==> src/core/clk_sel_pkg.sv <==
package clk_sel_pkg;

  // --------------------------------------------------------------------------
  // clock source configuration field encodings
  // --------------------------------------------------------------------------
  localparam logic [2:0] FOSC_XTAL_LOW  = 3'h0;
  localparam logic [2:0] FOSC_XTAL_MID  = 3'h1;
  localparam logic [2:0] FOSC_XTAL_HIGH = 3'h2;
  localparam logic [2:0] FOSC_RC        = 3'h3;
  localparam logic [2:0] FOSC_INTERNAL  = 3'h4;
  localparam logic [2:0] FOSC_EXT_LOW   = 3'h5;
  localparam logic [2:0] FOSC_EXT_MED   = 3'h6;
  localparam logic [2:0] FOSC_EXT_HIGH  = 3'h7;

  localparam logic [1:0] SEL_CONFIG    = 2'h0;
  localparam logic [1:0] SEL_SEC_TIMER = 2'h1;
  localparam int unsigned SEL_INT_BIT  = 1;

  localparam logic [1:0] INT_SEL_LF = 2'h0;
  localparam logic [1:0] INT_SEL_MF = 2'h1;

  typedef enum logic [2:0] {SRC_PRIMARY, SRC_SECONDARY, SRC_HF, SRC_MF, SRC_LF} src_t;
  typedef enum logic [1:0] {GAIN_OFF, GAIN_LOW, GAIN_MID, GAIN_HIGH} gain_t;
  typedef enum logic [1:0] {EXT_PWR_NONE, EXT_PWR_LOW, EXT_PWR_MED, EXT_PWR_HIGH} ext_power_t;
  typedef enum logic [1:0] {ST_LOAD, ST_RUN, ST_OLD_LOW, ST_NEW_LOW} sw_state_t;

  // --------------------------------------------------------------------------
  // timing
  // --------------------------------------------------------------------------
  localparam int unsigned SYS_CLK_KHZ = 125000;
  localparam int unsigned MF_FREQ_KHZ = 500;
  localparam int unsigned HF_FREQ_KHZ = 16000;
  localparam int unsigned LF_FREQ_KHZ = 31;
  localparam int unsigned MF_HALF_INT = SYS_CLK_KHZ / (2 * MF_FREQ_KHZ);
  localparam int unsigned LF_HALF_INT = SYS_CLK_KHZ / (2 * LF_FREQ_KHZ);
  localparam int unsigned HF_INC_INT  = (HF_FREQ_KHZ * 65536 + SYS_CLK_KHZ / 2) / SYS_CLK_KHZ;

  localparam int unsigned MF_CNT_W = 8;
  localparam int unsigned LF_CNT_W = 11;
  localparam int unsigned PHASE_W  = 16;
  localparam int unsigned TUNE_W   = 6;
  localparam int unsigned HF_TUNE_SHIFT = 6;

  localparam logic [MF_CNT_W-1:0] MF_HALF_CYC  = MF_CNT_W'(MF_HALF_INT);
  localparam logic [LF_CNT_W-1:0] LF_HALF_CYC  = LF_CNT_W'(LF_HALF_INT);
  localparam logic [PHASE_W-1:0]  HF_PHASE_INC = PHASE_W'(HF_INC_INT);

  localparam int unsigned STARTUP_COUNT_DEF = 1024;
  localparam int unsigned STARTUP_CNT_W     = 11;

endpackage

==> src/core/system_clock_source_select.sv <==
`timescale 1ns/1ps
`default_nettype none
module system_clock_source_select
  import clk_sel_pkg::*;
#(
  parameter int unsigned STARTUP_COUNT = clk_sel_pkg::STARTUP_COUNT_DEF
)(
  input  wire logic                           sys_clk_i,
  input  wire logic                           arst_n_i,
  input  wire logic [2:0]                     fosc_cfg_i,
  input  wire logic                           clock_out_enable_n_i,
  input  wire logic [1:0]                     system_clock_select_i,
  input  wire logic [1:0]                     int_osc_select_i,
  input  wire logic [clk_sel_pkg::TUNE_W-1:0] osc_tuning_register_i,
  input  wire logic                           primary_oscillator_pin_i,
  input  wire logic                           sec_timer_osc_i,
  input  wire logic                           secondary_oscillator_pin_i,
  input  wire logic                           gpio_sec_out_i,
  input  wire logic                           gpio_sec_oe_n_i,
  output logic                                system_clock_o,
  output clk_sel_pkg::src_t                   active_source_o,
  output logic                                switch_busy_o,
  output clk_sel_pkg::gain_t                  amp_gain_o,
  output clk_sel_pkg::ext_power_t             ext_power_o,
  output logic                                startup_timer_en_o,
  output logic                                startup_done_o,
  output logic                                primary_pin_gpio_o,
  output logic                                secondary_oscillator_pin_o,
  output logic                                secondary_oscillator_pin_oe_n_o,
  output logic                                gpio_sec_in_o
);
  import clk_sel_pkg::*;

  if (STARTUP_COUNT == 0 || STARTUP_COUNT >= (1 << STARTUP_CNT_W))
  begin : g_bad_startup
    $error("STARTUP_COUNT out of range for the startup counter");
  end

  // --------------------------------------------------------------------------
  // pin synchronisers
  // --------------------------------------------------------------------------
  logic prim_s1_q, prim_s2_q, sec_s1_q, sec_s2_q, pin2_s1_q, pin2_s2_q, prim_prev_q;

  always_ff @(posedge sys_clk_i or negedge arst_n_i)
  begin
    if (!arst_n_i)
    begin
      {prim_s1_q, prim_s2_q, prim_prev_q} <= 3'h0;
      {sec_s1_q, sec_s2_q, pin2_s1_q, pin2_s2_q} <= 4'h0;
    end
    else
    begin
      prim_s1_q   <= primary_oscillator_pin_i;
      prim_s2_q   <= prim_s1_q;
      prim_prev_q <= prim_s2_q;
      sec_s1_q    <= sec_timer_osc_i;
      sec_s2_q    <= sec_s1_q;
      pin2_s1_q   <= secondary_oscillator_pin_i;
      pin2_s2_q   <= pin2_s1_q;
    end
  end

  function automatic logic is_crystal(input logic [2:0] f);
    return (f == FOSC_XTAL_LOW) || (f == FOSC_XTAL_MID) || (f == FOSC_XTAL_HIGH);
  endfunction

  function automatic logic is_ext_clk(input logic [2:0] f);
    return (f == FOSC_EXT_LOW) || (f == FOSC_EXT_MED) || (f == FOSC_EXT_HIGH);
  endfunction

  // --------------------------------------------------------------------------
  // internal oscillators
  // --------------------------------------------------------------------------
  logic [MF_CNT_W-1:0] mf_cnt_q, mf_cnt_d, mf_half_w;
  logic [LF_CNT_W-1:0] lf_cnt_q, lf_cnt_d;
  logic [PHASE_W-1:0]  hf_acc_q, hf_acc_d, hf_inc_w;
  logic                mf_q, mf_d, lf_q, lf_d;

  // trim moves both the reference half period and the pll step together
  assign mf_half_w = MF_HALF_CYC - {{(MF_CNT_W-TUNE_W){osc_tuning_register_i[TUNE_W-1]}},
                                    osc_tuning_register_i};
  assign hf_inc_w  = HF_PHASE_INC + PHASE_W'({{(PHASE_W-TUNE_W){osc_tuning_register_i[TUNE_W-1]}},
                                    osc_tuning_register_i} << HF_TUNE_SHIFT);

  always_comb
  begin
    mf_cnt_d = mf_cnt_q + 1'b1;
    mf_d     = mf_q;
    if (mf_cnt_q >= mf_half_w - 1'b1)
    begin
      mf_cnt_d = '0;
      mf_d     = ~mf_q;
    end
    lf_cnt_d = lf_cnt_q + 1'b1;
    lf_d     = lf_q;
    if (lf_cnt_q == LF_HALF_CYC - 1'b1)
    begin
      lf_cnt_d = '0;
      lf_d     = ~lf_q;
    end
    // pll: phase restarts on each reference rise, so it stays locked to it
    hf_acc_d = (mf_d && !mf_q) ? '0 : hf_acc_q + hf_inc_w;
  end

  always_ff @(posedge sys_clk_i or negedge arst_n_i)
  begin
    if (!arst_n_i)
    begin
      mf_cnt_q <= '0;
      lf_cnt_q <= '0;
      hf_acc_q <= '0;
      mf_q     <= 1'b0;
      lf_q     <= 1'b0;
    end
    else
    begin
      mf_cnt_q <= mf_cnt_d;
      lf_cnt_q <= lf_cnt_d;
      hf_acc_q <= hf_acc_d;
      mf_q     <= mf_d;
      lf_q     <= lf_d;
    end
  end

  // --------------------------------------------------------------------------
  // config capture, startup timer, source switch
  // --------------------------------------------------------------------------
  logic [2:0]           cfg_q, cfg_d;
  logic                 cfg_valid_q;
  logic [STARTUP_CNT_W-1:0] stup_cnt_q, stup_cnt_d;
  logic                     stup_done_w;
  sw_state_t            st_q, st_d;
  src_t                 cur_q, cur_d, tgt_q, tgt_d, req_w;
  logic                 gated_q, gated_d;

  function automatic src_t req_source(input logic [2:0] f, input logic [1:0] system_clock_select,
                                      input logic [1:0] isel);
    src_t s;
    s = SRC_PRIMARY;
    if (system_clock_select[SEL_INT_BIT] || (system_clock_select == SEL_CONFIG && f == FOSC_INTERNAL))
      s = (isel == INT_SEL_LF) ? SRC_LF : (isel == INT_SEL_MF) ? SRC_MF : SRC_HF;
    else if (system_clock_select == SEL_SEC_TIMER)
      s = SRC_SECONDARY;
    return s;
  endfunction

  function automatic logic src_level(input src_t s, input logic p, input logic t,
                                     input logic h, input logic m, input logic l);
    case (s)
      SRC_PRIMARY:   return p;
      SRC_SECONDARY: return t;
      SRC_HF:        return h;
      SRC_MF:        return m;
      default:       return l;
    endcase
  endfunction

  assign req_w      = req_source(cfg_q, system_clock_select_i, int_osc_select_i);
  // no start-up wait unless a resonator must settle
  assign stup_done_w = !is_crystal(cfg_q)
                       || (stup_cnt_q == STARTUP_CNT_W'(STARTUP_COUNT));

  logic old_lvl_w, new_lvl_w;
  assign old_lvl_w = src_level(cur_q, prim_s2_q, sec_s2_q, hf_acc_q[PHASE_W-1], mf_q, lf_q);
  assign new_lvl_w = src_level(tgt_q, prim_s2_q, sec_s2_q, hf_acc_q[PHASE_W-1], mf_q, lf_q);

  always_comb
  begin
    cfg_d     = cfg_valid_q ? cfg_q : fosc_cfg_i;
    stup_cnt_d = stup_cnt_q;
    if (is_crystal(cfg_q) && !stup_done_w && prim_s2_q && !prim_prev_q)
      stup_cnt_d = stup_cnt_q + 1'b1;
    st_d    = st_q;
    cur_d   = cur_q;
    tgt_d   = tgt_q;
    gated_d = 1'b0;
    case (st_q)
      ST_LOAD:
      begin
        if (cfg_valid_q)
        begin
          tgt_d = req_w;
          st_d  = ST_NEW_LOW;
        end
      end
      ST_RUN:
      begin
        // no edge on the chosen source means no edge out: state simply holds
        gated_d = old_lvl_w;
        if (req_w != cur_q)
        begin
          tgt_d = req_w;
          st_d  = ST_OLD_LOW;
        end
      end
      ST_OLD_LOW:
      begin
        // let the running high phase finish rather than truncate it
        gated_d = gated_q && old_lvl_w;
        if (!old_lvl_w)
          st_d = ST_NEW_LOW;
      end
      ST_NEW_LOW:
      begin
        if (!new_lvl_w && (tgt_q != SRC_PRIMARY || stup_done_w))
        begin
          cur_d = tgt_q;
          st_d  = ST_RUN;
        end
      end
      default: st_d = ST_LOAD;
    endcase
  end

  always_ff @(posedge sys_clk_i or negedge arst_n_i)
  begin
    if (!arst_n_i)
    begin
      cfg_q       <= FOSC_XTAL_LOW;
      cfg_valid_q <= 1'b0;
      stup_cnt_q  <= '0;
      st_q        <= ST_LOAD;
      cur_q       <= SRC_LF;
      tgt_q       <= SRC_LF;
      gated_q     <= 1'b0;
    end
    else
    begin
      cfg_q       <= cfg_d;
      cfg_valid_q <= 1'b1;
      stup_cnt_q  <= stup_cnt_d;
      st_q        <= st_d;
      cur_q       <= cur_d;
      tgt_q       <= tgt_d;
      gated_q     <= gated_d;
    end
  end

  // --------------------------------------------------------------------------
  // mode decode and pin functions
  // --------------------------------------------------------------------------
  gain_t      gain_d;
  ext_power_t ecp_d;
  logic       sec_out_d, sec_oe_n_d;

  always_comb
  begin
    case (cfg_q)
      FOSC_XTAL_LOW:  gain_d = GAIN_LOW;
      FOSC_XTAL_MID:  gain_d = GAIN_MID;
      FOSC_XTAL_HIGH: gain_d = GAIN_HIGH;
      default:        gain_d = GAIN_OFF;
    endcase
    case (cfg_q)
      FOSC_EXT_HIGH: ecp_d = EXT_PWR_HIGH;
      FOSC_EXT_MED:  ecp_d = EXT_PWR_MED;
      FOSC_EXT_LOW:  ecp_d = EXT_PWR_LOW;
      default:       ecp_d = EXT_PWR_NONE;
    endcase
    // resonator owns the pin in crystal modes, so nothing drives it
    if (is_crystal(cfg_q))
    begin
      sec_out_d  = 1'b0;
      sec_oe_n_d = 1'b1;
    end
    else if (!clock_out_enable_n_i)
    begin
      sec_out_d  = gated_d;
      sec_oe_n_d = 1'b0;
    end
    else
    begin
      sec_out_d  = gpio_sec_out_i;
      sec_oe_n_d = gpio_sec_oe_n_i;
    end
  end

  always_ff @(posedge sys_clk_i or negedge arst_n_i)
  begin
    if (!arst_n_i)
    begin
      amp_gain_o                      <= GAIN_OFF;
      ext_power_o                     <= EXT_PWR_NONE;
      startup_timer_en_o              <= 1'b0;
      startup_done_o                  <= 1'b0;
      primary_pin_gpio_o              <= 1'b0;
      secondary_oscillator_pin_o      <= 1'b0;
      secondary_oscillator_pin_oe_n_o <= 1'b1;
      gpio_sec_in_o                   <= 1'b0;
      active_source_o                 <= SRC_LF;
      switch_busy_o                   <= 1'b1;
    end
    else
    begin
      amp_gain_o                      <= gain_d;
      ext_power_o                     <= ecp_d;
      startup_timer_en_o              <= is_crystal(cfg_q) && !stup_done_w;
      startup_done_o                  <= stup_done_w;
      primary_pin_gpio_o              <= (cfg_q == FOSC_INTERNAL);
      secondary_oscillator_pin_o      <= sec_out_d;
      secondary_oscillator_pin_oe_n_o <= sec_oe_n_d;
      gpio_sec_in_o                   <= pin2_s2_q;
      active_source_o                 <= cur_d;
      switch_busy_o                   <= (st_d != ST_RUN);
    end
  end

  assign system_clock_o = gated_q;
endmodule
`default_nettype wire

==> config.mk <==
export PLATFORM = sky130hd
export DESIGN_NAME = system_clock_source_select
export DESIGN_NICKNAME = d
export VERILOG_FILES = /design/src/core/clk_sel_pkg.sv /design/src/core/system_clock_source_select.sv
export SDC_FILE = /design/constraint.sdc
export NUM_CORES = 1
export LEC_CHECK = 0
export ABC_AREA = 1
export BUFFER_PORTS_ARGS = -buffer_cell sky130_fd_sc_hd__buf_2
export CORE_ASPECT_RATIO = 0.5
export CORE_UTILIZATION = 30
export CTS_BUF_LIST = sky130_fd_sc_hd__clkbuf_16
export DETAILED_ROUTE_END_ITERATION = 6
export PLACE_DENSITY = 0.53
export REMOVE_ABC_BUFFERS = 1
export SLEW_MARGIN = 25
export SYNTH_ARGS = -nofsm -noshare
export SYNTH_HDL_FRONTEND = slang
export SYNTH_SLANG_ARGS = --single-unit
==> constraint.sdc <==
create_clock -name sys_clk_i -period 4.4 [get_ports sys_clk_i]
set_clock_uncertainty 0.2 [all_clocks]
set_input_delay 0.88 -clock sys_clk_i [delete_from_list [all_inputs] [get_ports sys_clk_i]]
set_output_delay 0.88 -clock sys_clk_i [all_outputs]
set_load 0.02 [all_outputs]
### Word-level counts from Yosys, hierarchy flattened

Index checks and enable logic that the tools add are counted.

* register bits after elaboration: 79
* latch bits: 0
* memory bits (writable): 0
* ROM bits: 0
* input port bits: 21
* output and inout bits: 15
* logic and storage cells: 113
* memories kept: 0

* add/subtract/negate cells: 7
* multiply operators: 0
* div/mod/pow operators: 0
* magnitude comparators: 1
* equality and inequality tests: 23
* shift-type cells: 0
* multiplexer cells: 25
* bitwise gates (word level): 2
* reduce and logical (&&, ||, !) cells: 27

Operators by type and width (number)
* adder 11 x 1 -> 11 bit, second input constant: 2
* equality test 11 bit, second input constant: 2
* adder 15 x 12 -> 16 bit, first input constant: 1
* adder 16 bit: 1
* 2-to-1 mux 16 bit: 1
* equality test 3 x 2 -> 1 bit, second input constant: 5
* equality test 3 bit, second input constant: 4
* 2-to-1 mux 3 bit: 4
* case mux 2 bit (3 select lines): 2
* 2-to-1 mux 11 bit: 1
* equality test 3 x 1 -> 1 bit, second input constant: 3
* zero test 3 bit: 3
* adder 8 x 1 -> 8 bit, second input constant: 1
* >= comparator 8 bit: 1
* 2-to-1 mux 2 bit: 4
* 2-to-1 mux 8 bit: 1
* case mux 1 bit (4 select lines): 2
* case mux 2 bit (4 select lines): 1
* subtractor 7 x 8 -> 8 bit, first input constant: 1
* subtractor 8 x 1 -> 8 bit, second input constant: 1
* logical AND 1 bit: 7
* 2-to-1 mux 1 bit: 7
* equality test 2 x 1 -> 1 bit, second input constant: 3
* zero test 2 bit: 3
* 13 further kinds: 24

### Longest topological paths before layout

Gate-level depths: netlist of the first run.

* word-level depth: 10
* gate-level depth with buffers: 14
* mapped depth without buffers: 13

### Least setup slack after synthesis of the first run

Ideal clock, no wire load.

* path kind: input to register
* start: input osc_tuning_register_i[0] in the netlist's numbering
* end: register hf_acc_q[4]
* library setup time: 0.129 ns
* data arrival time: 2.804 ns
* data required time: 4.071 ns
* path slack: 1.267 ns
* stages: 14
* path buffers: 1
* path through: inv_1 ha_1 nor2_1 a21oi_1 ha_1 nand2_1 nor2_1 nand4_1 o2111ai_2 ha_1 clkbuf_1 inv_1 o21ai_0 a21oi_1

* cells in the longest elaborated chain, start to end: 6

Ends and longest elaborated chain
* from (decl): RTL line system_clock_source_select.sv:14 `input wire logic [clk_sel_pkg::TUNE_W-1:0] osc_tuning_register_i,`
* subtractor 7 x 8 -> 8 bit: RTL line system_clock_source_select.sv:80 `assign mf_half_w = MF_HALF_CYC - {{(MF_CNT_W-TUNE_W){osc_tuning_register_i[TUNE_W-1]}},`
* subtractor 8 x 1 -> 8 bit: RTL line system_clock_source_select.sv:89 `if (mf_cnt_q >= mf_half_w - 1'b1)`
* >= comparator 8 bit: RTL line system_clock_source_select.sv:89
* 2-to-1 mux 1 bit: RTL line system_clock_source_select.sv:89
* logical AND 1 bit: RTL line system_clock_source_select.sv:102 `hf_acc_d = (mf_d && !mf_q) ? '0 : hf_acc_q + hf_inc_w;`
* 2-to-1 mux 16 bit: RTL line system_clock_source_select.sv:102
* via hf_acc_d[4]: RTL line system_clock_source_select.sv:76 `logic [PHASE_W-1:0] hf_acc_q, hf_acc_d, hf_inc_w;`
* to (signal assigned): RTL line system_clock_source_select.sv:111 `hf_acc_q <= '0;`
* to (signal assigned): RTL line system_clock_source_select.sv:119 `hf_acc_q <= hf_acc_d;`
* to (decl): RTL line system_clock_source_select.sv:76

The timed path passes the listed nets, and every way through them passes these cells.
A chain may end at the register's enable or synchronous reset.

### Worst setup path in the final report of the first run

Ends and elaborated chain as after synthesis.

==> results of run 1 <==
-- cell usage in the layout (no fill, tap or decap), drive strengths merged --
| cell | Yosys | routed |
|---|---|---|
| a211oi | 2 | 2 |
| a21oi | 29 | 29 |
| a31oi | 3 | 3 |
| and3 | 1 | 1 |
| buf | 0 | 36 |
| bufinv | 0 | 1 |
| clkbuf | 1 | 9 |
| clkinv | 0 | 5 |
| clkinvlp | 0 | 1 |
| conb | 1 | 1 |
| dfrtp | 75 | 75 |
| dfstp | 4 | 4 |
| ha | 40 | 40 |
| inv | 92 | 92 |
| nand2 | 115 | 115 |
| nand3 | 29 | 29 |
| nand3b | 1 | 1 |
| nand4 | 8 | 8 |
| nor2 | 55 | 55 |
| nor3 | 15 | 15 |
| nor3b | 2 | 2 |
| nor4 | 3 | 3 |
| o2111ai | 1 | 1 |
| o211ai | 1 | 1 |
| o21ai | 18 | 18 |
| o21bai | 1 | 1 |
| o31ai | 1 | 1 |
| or2 | 2 | 2 |
| xnor2 | 6 | 6 |
| xor2 | 15 | 15 |
-- registers in the layout, indices dropped and copies added, names as in the netlist, 3 cells and up --
signal,count
mf_cnt_q,8
stup_cnt_q,11
lf_cnt_q,11
active_source_o,3
hf_acc_q,16
tgt_q,3
cfg_q,3
-- cell families (layout without fill, tap and decap cells) --
logic type	Yosys count	count (layout)	share of synthesized area [%]
adder cells (fa/ha/maj)	40	40	11.4
buffers and inverters	93	144	8.03
XOR/XNOR	21	21	4.20
flip-flops	79	79	45.2
AND/OR/NAND/NOR	231	231	23.9
AO/OA/AOI/OAI	56	56	7.17
other	1	1	0.0856
-- layer usage --
metal	vias up	track usage [%]	share of wire [%]
met3	4	3.71	4.0
met1	1500	15.8	53
met5	-	0	0
met4	0	3.54	0.65
li1	1757	-	-
met2	40	19.1	42
-- cell type report --
type	instances	share of cell area (%)
clock buffers	9	4.42
clock inverters	7	1.25
inverters	92	6.83
multi-input cells	349	40.2
flip-flops and latches	79	38.9
well taps	192	4.72
repair buffers	36	3.64
-- report_power, final --
group | leakage, nW | total (W) | switching [W] | internal (W)
Clock | 0.140 | 0.000724 | 0.000290 | 0.000434
Sequential | 0.971 | 0.00107 | 0.000138 | 0.000934
Combinational | 1.61 | 0.00132 | 0.000821 | 0.000498
-- per-stage QoR --
stage	util [%]	total power [W]	hold slack, ns	cells
6_report	36.7	0.00311	0.151	764
5_1_grt	36.7	0.00340	0.163	764
4_1_cts	36.7	0.00315	0.151	764
3_5_place_dp	34.6	0.00240	0.137	748
3_3_place_gp	34.6	0.00240	0.137	748
2_1_floorplan	-	0.00207	0.131	520
-- worst max-delay path, stage by stage --
cell and delay, ns:
buf_2 0.11, o21ai_0 0.23, nand3b_1 0.19, xor2_1 0.17, ha_1 0.26, nand2_1 0.07
nor2_1 0.05, nand4_1 0.09, o2111ai_2 0.27, ha_1 0.40, inv_1 0.26, o21ai_0 0.13
a21oi_1 0.14
-- final timing paths --
path | from | to | cells after the start
max | osc_tuning_register_i[0] | hf_acc_q[4] | 13
max in group asynchronous | arst_n_i | active_source_o[2] | 2
min reg2reg | pin2_s2_q | gpio_sec_in_o | 0
min in group asynchronous | arst_n_i | hf_acc_q[11] | 1
max reg2reg | mf_cnt_q[3] | hf_acc_q[4] | 9
min | pin2_s2_q | gpio_sec_in_o | 0
==> metrics, run 1 <==
first-pass GRT wire length ~14 mm; Die H 87.4 µm; Post-CTS Setup Inserts 0; drt initial violations approximately 190; Seq/Total Area, Yosys a little under half; count of cell types in the netlist 36; Synth async-reset ratio 100%; outcome complete, no violations; final worst path period share 72.7%; Top FF cell, synth dfrtp_1; Mapped Area 4380 µm²; hold-fix buffers at CTS 0; vias in the first global route between 3,000 and 4,000; CTS tree yes; Worst-path clk slew around 0.060 ns; warnings from Yosys 0; width of the die 173 µm; worst-skew pair later-pin latency roughly 0.33 ns; Cell Pwr Density slightly above 600 nW/µm²; GRT overflow 0; Seq. cell area ~2000 µm²; type of the worst setup path in2reg; H-Tree Depth 3; Worst Path Required between 4 and 5 ns; routability cong. around 0.79; CTS resizes 0; leakage about 2.7 nW; vias post-DR between 3,000 and 4,000; Longest Clk Path Bufs 2; Synth Instances ~520; Arr. time, crit path roughly 3.3 ns; final setup vio count 0; fin area approximately 5000 µm²; Top-Level Pins 36; r2r setup slk about 1.9 ns; Slew @ Worst Pin 0.704 ns; Worst setup SP type input pin; Layout area overhead 16.2%; Post-DP HPWL roughly 6.3 mm; top-count cell post-synth nand2_1; # diodes 0; row cnt 30; final slew viol count 0; final hold vios 0; Final nets between 600 and 700; Synth area leaders dfrtp_1 (43%), ha_1 (11%), nand2_1 (8.8%); Setup crit end kind register; FILL cells approximately 1,400; post-synthesis register bit count 79; TritonCTS Buffers 9; drc violations 0; number of enable flip-flop cells after synthesis 0; setup_tns 0 ns; CTS root buffer clkbuf_16; Routed WL between 8 and 9 mm; max-cap violation count 0; routed vias/inst 4.32; post-route setup slack approximately 1.2 ns; core area 13,900 µm²; DP Area roughly 4800 µm²; area fraction of the dominant cell type after synthesis 42.8%; number of I/O port buffers 35; synthesized area per cell ~8.4 µm²; DR pass1 iterations 4; dominant cell type by area after synthesis dfrtp_1; Multi-input gate area 2050 µm²; layout cells sized above 1 14.5%; Die ar. roughly 15,000 µm²; Max IR drop VDD around 0.23 mV; pin count of the biggest net entering global routing 55; Initial Utilization between 30% and 40%; minimum clock period about 3.2 ns; wire per inst 10.9 µm; RSZ-0062 raised after global routing no; antenna violations before repair 0; worst slack, placed between 0.8 and 0.9 ns; clk sinks 79; worst min path class reg2reg; CP Max Fanout 9; Worst slew margin between 50% and 60%; Max Fclk ~0.31 GHz; Post-DRT Antenna Nets 0; gr usage total about an eighth; most frequent cells after synthesis nand2_1 (103), inv_1 (85), dfrtp_1 (75)
(Power assumes the default switching activity.)
==> run 2, diff against run 1 <==
Settings changed: ABC_AREA 1 to 0.
Clock period 4.4 ns to 3.2 ns, I/O delays scaled along.
==> metrics, run 2 <==
outcome complete, no violations; WP buf/inv 2; wire per inst about 13 µm; vias in the first global route 3,162; drc violations 0; Worst R2R Start mf_cnt_q[0]; Top-Level Pins 36; CP Max Fanout 5; Synth area leaders dfrtp_1 (43%), ha_1 (11%), xor2_1 (4.0%); r2r setup slk 0.48 ns; fin area between 5000 and 6000 µm²; Worst slew margin 52.0%; Logic pwr share 43.8%; DR pass1 iterations 4; routed vias/inst ~4.6; Initial Utilization 31.6%; Crit path largest cell delay ~0.30 ns; Worst Path Required between 3 and 4 ns; crit-path leading delay family compound AO/OA/AOI/OAI gates; Setup crit end kind register; antenna violations before repair 0; biggest regs hf_acc_q x16, lf_cnt_q x11, stup_cnt_q x11; row cnt 30; number of enable flip-flop cells after synthesis 0; Sw Pwr 0.00173 W; drt initial violations approximately 150; Layout area overhead 18.3%; CTS resizes 0; vias post-DR between 3,000 and 4,000; warnings from Yosys 0; top-count cell post-synth dfrtp_1; Post-DRT Antenna Nets 0; Worst-path clk slew about 0.060 ns; GRT overflow 0; Final nets roughly 530; final slew viol count 0; clk sinks 79; worst setup path start osc_tuning_register_i[0]; power share of the clock group between 20 and 25%; Post-CTS Setup Inserts 0; Synth async-reset ratio 100%; Slew @ Worst Pin 0.714 ns; synthesized area per cell between 10 and 15 µm²; pin count of the biggest net entering global routing between 40 and 50; Int Pwr roughly 0.0028 W; crit path max-delay cell type or3_1; # diodes 0; Arr. time, crit path 2.87 ns; worst-path cell chain buf_2, inv_1, ha_1, nor2_1, a21oi_1, ha_1, a211oi_2, o211ai_1, a21o_1, ha_1, nor2_1, nand2_1, or3_1, o311ai_0; most used cell, CP ha_1; Worst Reg-to-Reg Cells 12; Max IR drop VDD roughly 0.30 mV; CTS tree yes; most frequent cells in the layout dfrtp_1 (75), ha_1 (40), nor2_1 (37); leakage 2.49 nW; commonest non-fill, non-tap cell in the layout dfrtp_1; type of the worst setup path in2reg; Synth Instances around 420; RSZ-0062 raised after global routing no; final worst path period share around nine tenths; Largest register FFs 16; first-pass GRT wire length 14.9 mm; Worst setup SP type input pin; Mapped Area ~4400 µm²; Reg power frac approximately a third; minimum clock period 2.85 ns; gr usage total between 10% and 20%; dominant cell type by area after synthesis dfrtp_1; Die H 87.5 µm; core area roughly 14,000 µm²; count of cell types in the netlist just under 60; Die ar. roughly 15,000 µm²; most frequent cells after synthesis dfrtp_1 (75), ha_1 (40), nor2_1 (37); H-Tree Depth 3; Top reg by flops hf_acc_q; final hold vios 0; Routed WL 8.38 mm; area fraction of the dominant cell type after synthesis ~43%; layout cells sized above 1 18.9%; Max Fclk ~0.35 GHz; max-cap violation count 0; Cell Pwr Density roughly 880 nW/µm²; number of I/O port buffers 35; Post-DP HPWL approximately 6.1 mm; routability cong. roughly 0.80; hold-fix buffers at CTS 0; switch share roughly 38%; TritonCTS Buffers 9; total power 0.00457 W; CTS root buffer clkbuf_16; Seq/Total Area, Yosys between 40% and 50%; DP Area a little under 5000 µm²; width of the die ~170 µm; RR Endpoint hf_acc_q[13]; final setup vio count 0; worst min path class in2async; post-synthesis register bit count 79; Top FF cell, synth dfrtp_1; Longest Clk Path Bufs 2; worst-skew pair later-pin latency between 0.3 and 0.4 ns
run 2: kinds of logic (layout without fill, tap and decap cells):
family	count (synthesis)	after routing	synth area share, %
AND/OR/NAND/NOR	130	130	15.3
AO/OA/AOI/OAI	80	80	13.4
flip-flops	79	79	45.2
adder cells (fa/ha/maj)	40	40	11.4
buffers and inverters	40	97	3.59
XOR/XNOR	37	37	7.39
multiplexers	12	12	3.68
other	1	1	0.0855
run 2: area by class of cell:
type	instances	area, µm²
Fill cell	1398	8700
Inverter	33	124
Multi-Input combinational cell	300	2250
Tap cell	192	240
Clock inverter	7	77.6
Clock buffer	9	225
Sequential cell	79	1980
Timing Repair Buffer	48	288
run 2: worst max path at each step:
stage / depth (start not counted) / slack (ns) / endpoint
6_report: 14 / 0.35 / hf_acc_q[13]
5_1_grt: 14 / 0.06 / hf_acc_q[13]
4_1_cts: 14 / 0.33 / hf_acc_q[13]
3_5_place_dp: 14 / -0.009 / hf_acc_q[13]
3_3_place_gp: 13 / 0.03 / hf_acc_q[13]
2_1_floorplan: 12 / -0.07 / hf_acc_q[13]
run 2: power groups by stage:
stage | registers (W) | clock network [W] | logic (W)
2_1_floorplan | 0.00153 | 0 | 0.00148
3_3_place_gp | 0.00155 | 0 | 0.00198
3_5_place_dp | 0.00155 | 0 | 0.00199
4_1_cts | 0.00154 | 0.00108 | 0.00201
5_1_grt | 0.00158 | 0.00112 | 0.00230
6_report | 0.00153 | 0.00104 | 0.00200
run 2: layer usage:
layer	vias up	wire length [µm]	track usage, %
met5	-	0	0
met1	1480	4540	16.7
li1	1578	-	-
met3	10	249	3.23
met4	0	108	4.91
met2	37	3480	19.7
run 2: worst reg2reg max path, stage by stage (launching register included):
cell,delay [ns]
dfrtp_1,0.47
inv_1,0.09
ha_1,0.26
nand2b_1,0.16
a21o_1,0.18
a21oi_1,0.15
o211ai_1,0.12
a21o_1,0.19
ha_1,0.23
nor2_1,0.11
nand2_1,0.05
or3_1,0.30
o311ai_0,0.10
run 2: metrics by stage:
step / hold WS (ns) / setup WS [ns] / utilization (%) / setup TNS, ns / cells
3_5_place_dp: 0.139 / -0.00882 / 35.1 / -0.00882 / 652
6_report: 0.104 / 0.352 / 37.4 / 0 / 668
2_1_floorplan: 0.131 / -0.0738 / - / -0.0738 / 412
3_3_place_gp: 0.132 / 0.0290 / 35.1 / 0 / 652
5_1_grt: 0.160 / 0.0579 / 37.4 / 0 / 668
4_1_cts: 0.139 / 0.333 / 37.3 / 0 / 668
==> run 3, diff against run 2 <==
Settings changed: CORE_MARGIN set to 2.
==> metrics, run 3 (synthesized netlist as in run 2, its figures left out) <==
Top-Level Pins 36; layout cells sized above 1 19.0%; minimum clock period between 2 and 3 ns; Cell Pwr Density slightly below 900 nW/µm²; CTS root buffer clkbuf_16; Worst setup SP type input pin; Max IR drop VDD approximately 0.35 mV; final worst path period share about nine tenths; Final nets about 540; Worst Path Required between 3 and 4 ns; fin area 5190 µm²; Arr. time, crit path 2.86 ns; Longest Clk Path Bufs 2; RSZ-0062 raised after global routing no; commonest non-fill, non-tap cell in the layout dfrtp_1; final setup vio count 0; leakage 2.48 nW; final hold vios 0; type of the worst setup path in2reg; wire per inst between 10 and 15 µm; pin count of the biggest net entering global routing 58; # diodes 0; worst-skew pair later-pin latency between 0.3 and 0.4 ns; Post-CTS Setup Inserts 0; gr usage total 11.7%; most frequent cells in the layout dfrtp_1 (75), ha_1 (40), nor2_1 (37); hold-fix buffers at CTS 0; Worst-path clk slew approximately 0.06 ns; CTS tree yes; vias post-DR 3,073; Post-DP HPWL between 6 and 7 mm; post-route insts no fill 677; DP Area about 5000 µm²; Worst slew margin 52.3%; Slew @ Worst Pin a little over 0.7 ns; Initial Utilization a little under a third; max-cap violation count 0; core area roughly 14,000 µm²; Layout area overhead 18.3%; placed instance count approximately 660; Die ar. ~16,000 µm²; H-Tree Depth 3; clk sinks 79; Routed WL between 8 and 9 mm; antenna violations before repair 0; Die H around 90 µm; vias in the first global route 2,998; outcome complete, no violations; Setup crit end kind register; DR pass1 iterations 4; Max Fclk 0.350 GHz; TritonCTS Buffers 9; number of I/O port buffers 35; routed vias/inst 4.54; first-pass GRT wire length approximately 15 mm; routability cong. around 0.8; Largest register FFs 16; worst min path class in2async; width of the die about 180 µm; biggest regs hf_acc_q x16, lf_cnt_q x11, stup_cnt_q x11; row cnt 31; CTS resizes 0; CP Max Fanout 5; GRT overflow 0; Top reg by flops hf_acc_q; final slew viol count 0; drt initial violations 113; drc violations 0; Post-DRT Antenna Nets 0
-- run 3: cell types whose count changed in the layout (fill, tap and decap cells not counted), sizes merged --
cell	change
buf	+3
bufinv	-1
clkinvlp	+2
inv	-1
-- run 3: power breakdown --
part | internal, W | switching (W)
logic | 0.000963 | 0.00106
registers | 0.00129 | 0.000233
clock network | 0.000525 | 0.000426
-- run 3: worst paths after layout --
| check | start | endpoint | slack [ns] | cells past startpoint |
|---|---|---|---|---|
| max | osc_tuning_register_i[0] | hf_acc_q[13] | 0.35 | 14 |
| min | arst_n_i | hf_acc_q[5] | 0.004 | 1 |
| max reg2reg | mf_cnt_q[0] | hf_acc_q[13] | 0.49 | 12 |
| min reg2reg | sec_s1_q | sec_s2_q | 0.15 | 0 |
| max in group asynchronous | arst_n_i | secondary_oscillator_pin_oe_n_o | 2.15 | 2 |
| min in group sys_clk_i | sec_s1_q | sec_s2_q | 0.15 | 0 |
-- run 3: per-stage QoR --
| step | util (%) | TNS [ns] | setup slack, ns | hold slack [ns] | power [W] |
|---|---|---|---|---|---|
| 6_report | 36.1 | 0 | 0.346 | 0.00396 | 0.00450 |
| 5_1_grt | 36.1 | 0 | 0.111 | 0.0155 | 0.00492 |
| 4_1_cts | 36.0 | 0 | 0.256 | 0.00678 | 0.00455 |
| 3_5_place_dp | 34.1 | -0.0800 | -0.0800 | 0.136 | 0.00356 |
| 3_3_place_gp | 34.1 | 0 | 0.0162 | 0.133 | 0.00354 |
| 2_1_floorplan | - | -0.0738 | -0.0738 | 0.131 | 0.00301 |
-- run 3: routing by layer --
layer | global-route usage, % | vias up | wire [µm]
met2 | 18.1 | 34 | 3630
met3 | 2.98 | 11 | 231
li1 | - | 1580 | -
met1 | 16.2 | 1448 | 4490
met5 | 0 | - | 0
met4 | 3.86 | 0 | 111
-- run 3: layout make-up --
type	instances	area, µm²
clock buffer	9	225
timing repair buffer	51	310
inverter	33	124
fill	1450	9200
clock inverter	7	47.5
multi-input combinational	300	2250
sequential	79	1980
tap	198	248
-- run 3: worst max-delay path, cell delays in order --
cell and delay, ns:
buf_2 0.11, inv_1 0.06, ha_1 0.22, nor2_1 0.18, a21oi_1 0.09, ha_1 0.20
a211oi_2 0.23, o211ai_1 0.14, a21o_1 0.19, ha_1 0.23, nor2_1 0.12, nand2_1 0.06
or3_1 0.30, o311ai_0 0.11
